**src/pief_pkg.sv**
```systemverilog
// Package: register map, field positions and carriers for the enable and flag bank.
package pief_pkg;

  // ****************************************************************
  // Register offsets
  // ****************************************************************
  localparam logic [7:0] PIEF_ADDR_CTRL     = 8'h00;
  localparam logic [7:0] PIEF_ADDR_EN0      = 8'h04;
  localparam logic [7:0] PIEF_ADDR_EN1      = 8'h08;
  localparam logic [7:0] PIEF_ADDR_EN2      = 8'h0C;
  localparam logic [7:0] PIEF_ADDR_EN5      = 8'h10;
  localparam logic [7:0] PIEF_ADDR_EN6      = 8'h14;
  localparam logic [7:0] PIEF_ADDR_EN7      = 8'h18;
  localparam logic [7:0] PIEF_ADDR_EN8      = 8'h1C;
  localparam logic [7:0] PIEF_ADDR_FLG0     = 8'h20;
  localparam logic [7:0] PIEF_ADDR_FLG1     = 8'h24;
  localparam logic [7:0] PIEF_ADDR_FLG2     = 8'h28;
  localparam logic [7:0] PIEF_ADDR_IRQSTAT  = 8'h2C;
  localparam logic [7:0] PIEF_ADDR_IRQEN    = 8'h30;
  localparam logic [7:0] PIEF_ADDR_IRQCLR   = 8'h34;

  // ****************************************************************
  // Implemented-bit masks and field positions
  // ****************************************************************
  localparam logic [7:0] PIEF_MASK_CTRL = 8'hC0;
  localparam logic [7:0] PIEF_MASK_EN0  = 8'h31;
  localparam logic [7:0] PIEF_MASK_EN1  = 8'hC3;
  localparam logic [7:0] PIEF_MASK_EN2  = 8'h43;
  localparam logic [7:0] PIEF_MASK_EN5  = 8'hF7;
  localparam logic [7:0] PIEF_MASK_EN6  = 8'h1F;
  localparam logic [7:0] PIEF_MASK_EN7  = 8'hF7;
  localparam logic [7:0] PIEF_MASK_EN8  = 8'h3F;
  localparam logic [7:0] PIEF_MASK_FLG0 = 8'h31;
  localparam logic [7:0] PIEF_MASK_FLG1 = 8'hC3;
  localparam logic [7:0] PIEF_MASK_FLG2 = 8'h43;
  localparam int PIEF_BIT_GIE      = 7;
  localparam int PIEF_BIT_PERIPH_MASTER_ENABLE     = 6;
  localparam int PIEF_BIT_PINCHG   = 4;
  localparam logic [7:0] PIEF_RESET_VALUE = 8'h00;
  localparam logic [1:0] PIEF_EVT_REQ  = 2'h1;
  localparam logic [1:0] PIEF_EVT_VEC  = 2'h2;

  typedef struct packed {
    logic [7:0] ctrl;
    logic [7:0] en0;
    logic [7:0] en1;
    logic [7:0] en2;
    logic [7:0] en5;
    logic [7:0] en6;
    logic [7:0] en7;
    logic [7:0] en8;
    logic [7:0] flg0;
    logic [7:0] flg1;
    logic [7:0] flg2;
    logic [1:0] irqStat;
    logic [1:0] irqEn;
    logic [31:0] prdata;
    logic        pready;
    logic        pslverr;
    logic        periphReq;
    logic        vectorReq;
    logic        irq;
  } pief_state_type;

  typedef struct packed {
    logic timer0Ovf;
    logic extEdge;
    logic oscFail;
    logic clkSwitchDone;
    logic convThreshold;
    logic convDone;
    logic zeroCross;
    logic comp2;
    logic comp1;
  } pief_events_type;

endpackage

```
**src/pief_bank.sv**
```systemverilog
// Module: interrupt enable registers, request flags and forwarding to the core.
//
// Implementation choices: the register addresses and register access over APB.
`timescale 1ns/1ps
module pief_bank #(
  parameter int EXT_EN_WIDTH = 24
) (
  input  wire logic                     clk,
  input  wire logic                     sys_rst,
  input  wire logic                     psel,
  input  wire logic                     penable,
  input  wire logic                     pwrite,
  input  wire logic [7:0]               paddr,
  input  wire logic [31:0]              pwdata,
  output logic      [31:0]              prdata,
  output logic                          pready,
  output logic                          pslverr,
  input  wire pief_pkg::pief_events_type events,
  input  wire logic                     portChangeFlags,
  input  wire logic [EXT_EN_WIDTH-1:0]  extPeriphPending,
  output logic                          periphReq,
  output logic                          vectorReq,
  output logic                          irq
);

  initial begin
    if (EXT_EN_WIDTH < 1) begin
      $error("EXT_EN_WIDTH must be at least one");
    end
  end

  pief_pkg::pief_state_type state;
  pief_pkg::pief_state_type next_state;

  logic       wrStrobe;
  logic       rdStrobe;
  logic [7:0] wByte;
  logic [7:0] flg0View;
  logic       periphPend;
  logic       en0Pend;
  logic       gieOn;
  logic       peieOn;
  logic       addrMapped;

  // ****************************************************************
  // Pending terms
  // ****************************************************************
  // Timer0 and external edge are vectored through enable 0; the pin-change summary too.
  always_comb begin
    flg0View   = state.flg0;
    flg0View[pief_pkg::PIEF_BIT_PINCHG] = portChangeFlags;
    gieOn      = state.ctrl[pief_pkg::PIEF_BIT_GIE];
    peieOn     = state.ctrl[pief_pkg::PIEF_BIT_PERIPH_MASTER_ENABLE];
    en0Pend    = |(flg0View & state.en0);
    periphPend = (|(state.flg1 & state.en1)) | (|(state.flg2 & state.en2))
               | (|extPeriphPending);
    case (paddr)
      pief_pkg::PIEF_ADDR_CTRL, pief_pkg::PIEF_ADDR_EN0, pief_pkg::PIEF_ADDR_EN1,
      pief_pkg::PIEF_ADDR_EN2, pief_pkg::PIEF_ADDR_EN5, pief_pkg::PIEF_ADDR_EN6,
      pief_pkg::PIEF_ADDR_EN7, pief_pkg::PIEF_ADDR_EN8, pief_pkg::PIEF_ADDR_FLG0,
      pief_pkg::PIEF_ADDR_FLG1, pief_pkg::PIEF_ADDR_FLG2, pief_pkg::PIEF_ADDR_IRQSTAT,
      pief_pkg::PIEF_ADDR_IRQEN, pief_pkg::PIEF_ADDR_IRQCLR: addrMapped = 1'b1;
      default: addrMapped = 1'b0;
    endcase
  end

  assign wrStrobe = psel && penable && pwrite && state.pready;
  assign rdStrobe = psel && !penable && !pwrite;
  assign wByte    = pwdata[7:0];

  // ****************************************************************
  // Next state
  // ****************************************************************
  always_comb begin
    next_state = state;
    // One wait state: pready rises in the second access cycle, the write lands there.
    next_state.pready  = psel && penable && !state.pready;
    // The error is decoded one cycle ahead so that it stands together with pready.
    next_state.pslverr = psel && penable && pwrite && !state.pready && !addrMapped;
    if (wrStrobe) begin
      case (paddr)
        pief_pkg::PIEF_ADDR_CTRL:  next_state.ctrl = wByte & pief_pkg::PIEF_MASK_CTRL;
        pief_pkg::PIEF_ADDR_EN0:   next_state.en0  = wByte & pief_pkg::PIEF_MASK_EN0;
        pief_pkg::PIEF_ADDR_EN1:   next_state.en1  = wByte & pief_pkg::PIEF_MASK_EN1;
        pief_pkg::PIEF_ADDR_EN2:   next_state.en2  = wByte & pief_pkg::PIEF_MASK_EN2;
        pief_pkg::PIEF_ADDR_EN5:   next_state.en5  = wByte & pief_pkg::PIEF_MASK_EN5;
        pief_pkg::PIEF_ADDR_EN6:   next_state.en6  = wByte & pief_pkg::PIEF_MASK_EN6;
        pief_pkg::PIEF_ADDR_EN7:   next_state.en7  = wByte & pief_pkg::PIEF_MASK_EN7;
        pief_pkg::PIEF_ADDR_EN8:   next_state.en8  = wByte & pief_pkg::PIEF_MASK_EN8;
        // The summary bit is never stored; only the sticky bits take the write.
        pief_pkg::PIEF_ADDR_FLG0:  next_state.flg0 = wByte & pief_pkg::PIEF_MASK_FLG0 & 8'hEF;
        pief_pkg::PIEF_ADDR_FLG1:  next_state.flg1 = wByte & pief_pkg::PIEF_MASK_FLG1;
        pief_pkg::PIEF_ADDR_FLG2:  next_state.flg2 = wByte & pief_pkg::PIEF_MASK_FLG2;
        pief_pkg::PIEF_ADDR_IRQEN: next_state.irqEn = wByte[1:0];
        pief_pkg::PIEF_ADDR_IRQCLR: next_state.irqStat = state.irqStat & ~wByte[1:0];
        pief_pkg::PIEF_ADDR_IRQSTAT: next_state.irqStat = state.irqStat;
        default: next_state.ctrl = state.ctrl;
      endcase
    end
    // Hardware sets come after the write so that a set in the clearing cycle wins.
    if (events.timer0Ovf)     next_state.flg0[5] = 1'b1;
    if (events.extEdge)       next_state.flg0[0] = 1'b1;
    if (events.oscFail)       next_state.flg1[7] = 1'b1;
    if (events.clkSwitchDone) next_state.flg1[6] = 1'b1;
    if (events.convThreshold) next_state.flg1[1] = 1'b1;
    if (events.convDone)      next_state.flg1[0] = 1'b1;
    if (events.zeroCross)     next_state.flg2[6] = 1'b1;
    if (events.comp2)         next_state.flg2[1] = 1'b1;
    if (events.comp1)         next_state.flg2[0] = 1'b1;
    next_state.periphReq = periphPend;
    next_state.vectorReq = gieOn && (en0Pend || (peieOn && periphPend));
    if (next_state.vectorReq && !state.vectorReq) begin
      next_state.irqStat = next_state.irqStat | pief_pkg::PIEF_EVT_VEC;
    end
    if (next_state.periphReq && !state.periphReq) begin
      next_state.irqStat = next_state.irqStat | pief_pkg::PIEF_EVT_REQ;
    end
    next_state.irq = |(next_state.irqStat & next_state.irqEn);
    if (rdStrobe) begin
      case (paddr)
        pief_pkg::PIEF_ADDR_CTRL:    next_state.prdata = {24'h000000, state.ctrl};
        pief_pkg::PIEF_ADDR_EN0:     next_state.prdata = {24'h000000, state.en0};
        pief_pkg::PIEF_ADDR_EN1:     next_state.prdata = {24'h000000, state.en1};
        pief_pkg::PIEF_ADDR_EN2:     next_state.prdata = {24'h000000, state.en2};
        pief_pkg::PIEF_ADDR_EN5:     next_state.prdata = {24'h000000, state.en5};
        pief_pkg::PIEF_ADDR_EN6:     next_state.prdata = {24'h000000, state.en6};
        pief_pkg::PIEF_ADDR_EN7:     next_state.prdata = {24'h000000, state.en7};
        pief_pkg::PIEF_ADDR_EN8:     next_state.prdata = {24'h000000, state.en8};
        pief_pkg::PIEF_ADDR_FLG0:    next_state.prdata = {24'h000000, flg0View};
        pief_pkg::PIEF_ADDR_FLG1:    next_state.prdata = {24'h000000, state.flg1};
        pief_pkg::PIEF_ADDR_FLG2:    next_state.prdata = {24'h000000, state.flg2};
        pief_pkg::PIEF_ADDR_IRQSTAT: next_state.prdata = {30'h00000000, state.irqStat};
        pief_pkg::PIEF_ADDR_IRQEN:   next_state.prdata = {30'h00000000, state.irqEn};
        default:                     next_state.prdata = 32'h00000000;
      endcase
    end
  end

  // ****************************************************************
  // State register
  // ****************************************************************
  always_ff @(posedge clk or posedge sys_rst) begin
    if (sys_rst) begin
      state <= '0;
    end else begin
      state <= next_state;
    end
  end

  assign prdata    = state.prdata;
  assign pready    = state.pready;
  assign pslverr   = state.pslverr;
  assign periphReq = state.periphReq;
  assign vectorReq = state.vectorReq;
  assign irq       = state.irq;

  // ****************************************************************
  // Checks
  // ****************************************************************
  master_gate_a: assert property (@(posedge clk) disable iff (sys_rst)
    (!$past(state.ctrl[pief_pkg::PIEF_BIT_PERIPH_MASTER_ENABLE]) && !$past(en0Pend)) |-> !vectorReq)
    else $error("vector raised without master enable");
  flag_set_a: assert property (@(posedge clk) disable iff (sys_rst)
    events.comp1 |=> state.flg2[0])
    else $error("comparator 1 flag not set");
  summary_or_a: assert property (@(posedge clk) disable iff (sys_rst)
    flg0View[pief_pkg::PIEF_BIT_PINCHG] == portChangeFlags)
    else $error("pin-change summary mismatch");
  timer_sticky_a: assert property (@(posedge clk) disable iff (sys_rst)
    (state.flg0[5] && !(wrStrobe && paddr == pief_pkg::PIEF_ADDR_FLG0)) |=> state.flg0[5])
    else $error("timer0 flag dropped");
  osc_sticky_a: assert property (@(posedge clk) disable iff (sys_rst)
    (state.flg1[7] && !(wrStrobe && paddr == pief_pkg::PIEF_ADDR_FLG1)) |=> state.flg1[7])
    else $error("fail-safe flag dropped");
  unimpl_zero_a: assert property (@(posedge clk) disable iff (sys_rst)
    state.en6[7:5] == 3'h0 && state.en5[3] == 1'b0 && state.en8[7:6] == 2'h0)
    else $error("unimplemented enable bit set");
  en0_path_a: assert property (@(posedge clk) disable iff (sys_rst)
    (gieOn && en0Pend) |=> vectorReq)
    else $error("enable 0 source not vectored");
  periph_req_a: assert property (@(posedge clk) disable iff (sys_rst)
    (state.flg2[1] && state.en2[1]) |=> periphReq)
    else $error("peripheral request missing");
  pready_wait_a: assert property (@(posedge clk) disable iff (sys_rst)
    (psel && !penable) ##1 (psel && penable) |-> ##1 pready)
    else $error("pready late");

endmodule

```
**config.mk**
```make
export PLATFORM = sky130hd
export DESIGN_NAME = pief_bank
export DESIGN_NICKNAME = d
export VERILOG_FILES = /design/src/pief_pkg.sv /design/src/pief_bank.sv
export SDC_FILE = /design/constraint.sdc
export NUM_CORES = 1
export LEC_CHECK = 0
export BUFFER_PORTS_ARGS = -buffer_cell sky130_fd_sc_hd__clkbuf_2
export CAP_MARGIN = 20
export CORE_MARGIN = 1
export CORE_UTILIZATION = 40
export DETAILED_ROUTE_END_ITERATION = 10
export PLACE_DENSITY = 0.69
export SLEW_MARGIN = 0
export SYNTH_ARGS = -nofsm -noshare
export SYNTH_HDL_FRONTEND = slang
export SYNTH_SLANG_ARGS = --single-unit
```
**constraint.sdc**
```tcl
create_clock -name clk -period 2.6 [get_ports clk]
set_input_delay 0.52 -clock clk [delete_from_list [all_inputs] [get_ports clk]]
set_output_delay 0.52 -clock clk [all_outputs]
set_load 0.01 [all_outputs]
```
==> flow_metrics.tcl <==
set metrics [dict create \
    status "complete, no violations" \
    synth_flop_cell "dfrtp_1" \
    cts_root_buf "clkbuf_8" \
    firstDrtPassIters 5 \
    placed_area_um2 3900 \
    core-area_um2 8340 \
    dr_total_vias 2743 \
    path_buf_inv 0 \
    port_buffers 67 \
    n_fill_cell 765 \
    n_antenna_cell 0 \
    ys_ff_latch 63 \
    die_x_um 95.6 \
    crit_chain "nand4_2 -> nor4_1 -> nand2_1 -> mux2_2 -> a2bb2o_1" \
    grt_pass1_vias 2713 \
    grtUsageMet1_pct 28.3 \
    ys_async_sr_fraction_pct 100 \
    cts_buffer_depth 2 \
    critPathCaptureType "flip-flop" \
    htreeDepth 3 \
    synth_edf_count 0 \
    synthesis.area_um2 3500 \
    wl_per_cell_um 17.3 \
    yosysWarnings 0 \
    ys_types 47 \
    met2_usage_pct 33.7 \
    viasPerCell 5.49 \
    nets 469 \
    setup_viol 0 \
    clk_latency_ns 0.35 \
    p_leak_nw 1.99 \
    syn_inst 314 \
    initial_utilization_pct 42.0 \
    layout_commonest_cell "clkbuf_2" \
    path_class "reg -> reg" \
    area_delta_synth_final_pct 16.9 \
    power_density_nw_per_um2 494 \
    grt-busiest-layer "met2" \
    place_hpwl_um 6470 \
    globalplace.congestion 0.856 \
    grt_pass1_wl_um 14200 \
    cts_tree "done" \
    slew_headroom_pct 61.3 \
    ant_nets 0 \
    hold_buffers 0 \
    ys_top_cells_by_area "dfrtp_1 (45%), mux2_2 (11%), buf_4 (7.1%), a211o_1 (2.3%), nand2_1 (2.0%)" \
    cp_max_fo 4 \
    worstPathArrival_ns 2.32 \
    slew_violations 0 \
    worstPathRequired_ns 2.83 \
    grt_max_degree 39 \
    synth_top_area_share_pct 45.0 \
    synth_top_area_cell "dfrtp_1" \
    finClkSkew_ns 0.00881 \
    finalInstanceArea_um2 4100 \
    fmax_mhz 480 \
    grt_use_met3_pct 5.58 \
    cts_setup_buffers 0 \
    power_mw 2.02 \
    layout-drive-gt1-share_pct 39.2 \
    syn_area_per_cell_um2 11.2 \
    post-route-drc-count 0 \
    cp_top_family "simple AND/OR/NAND/NOR gates" \
    wirelength_um 8660 \
    setup_tns_ns 0 \
    cts.sinks 63 \
    worst_slew_pin_slew_ns 0.580 \
    overflow 0 \
    cts_buffers 9 \
    post-route-util_pct 49.1 \
    fp.dieArea_um2 9140 \
    clkTransAtPathRegs_ns 0.08 \
    track_usage_pct 21.3 \
    dieHeight_um 95.6 \
    io_pins 116 \
    setup_ws_ns 0.515 \
    cap_violations 0 \
    dp_cells 484 \
    fin_crit_ns 2.08 \
    critPathSlowestCell "nor4_1" \
    crit_path_start_kind "flip-flop" \
    antenna_found_initial 0 \
    drt_iter0_markers 222 \
    hold_viol 0 \
    layout.cells.non_filler 500 \
    post-place-ws_ns 0.254 \
    hold_class "in -> async" \
    finalHoldWorstSlack_ns 0.209 \
    fp-row-count 33 \
    seq_area_frac_synth_pct 45.0 \
    vdd_drop_max_v 0.000306 \
    post-route-period-util_pct 80.2 \
    cp_slowest_stage_delay_ns 0.55 \
    cts_resized 0 \
    final_cell_mix "clkbuf_2 (67), dfrtp_1 (63), mux2_2 (35)" \
    rsz0062_at_grt "no" \
]
[cells in the mapped netlist, types with 3 or more instances]
cell type,n
dfrtp_1,63
mux2_2,35
buf_4,33
nand2_1,19
nand3_1,14
inv_1,12
nor2_1,12
a211o_1,9
nor4_1,9
o21ai_0,9
a22o_1,7
nor2b_1,7
mux2i_1,6
a32oi_1,5
and3_1,5
buf_2,5
a22oi_1,4
clkbuf_1,4
nor3_1,4
a21oi_1,3
a221oi_1,3
a222oi_1,3
buf_6,3
mux2_4,3
nand4_1,3
nor4_4,3
or3_1,3
[area by class of cell]
type,instances,area [um^2],area share [%]
tap,105,131,3.21
clock buffer,9,124,3.02
clock inverter,7,73.8,1.80
multi-input combinational,217,1650,40.2
sequential,63,1580,38.5
inverter,12,45.0,1.10
timing repair buffer,87,498,12.2
[routing by layer]
layer / routed length [um] / part of all wire (%)
met1: 3890 / 45
met2: 4070 / 47
met3: 598 / 6.9
met4: 102 / 1.2
met5: 0 / 0
[power by group]
group          switching (mW)  internal, mW  total (mW)
Combinational           0.118        0.0674       0.186
Clock                   0.408         0.443       0.851
Sequential            0.00301         0.984       0.987
Total                   0.529          1.49        2.02
[final timing paths]
check	from	to	slack, ns	depth (start not counted)
worst max-delay path	pready	irq	0.52	5
worst min-delay path	sys_rst	state[89]	0.21	2
worst max register to register	pready	irq	0.52	5
worst min register to register	prdata[2]	prdata[2]	0.48	2
max in group asynchronous	sys_rst	state[118]	1.78	3
min in group clk	events[0]	state[41]	0.36	2
[flip-flops by register name, indices dropped and copies added, names as in the netlist]
| name | flops |
|---|---|
| pslverr | 1 |
| flg0View | 2 |
| state | 46 |
| prdata | 8 |
| gieOn | 1 |
| vectorReq | 1 |
| periphReq | 1 |
| pready | 1 |
| peieOn | 1 |
| irq | 1 |
[cells by family after synthesis]
logic type / share of synthesized area, %
and+or+nand+nor: 18.9
DFF: 45.0
buffers and inverters: 10.5
AOI/OAI and AO/OA: 11.3
muxes: 14.3
other: 0.107
(Power assumes the default switching activity.)
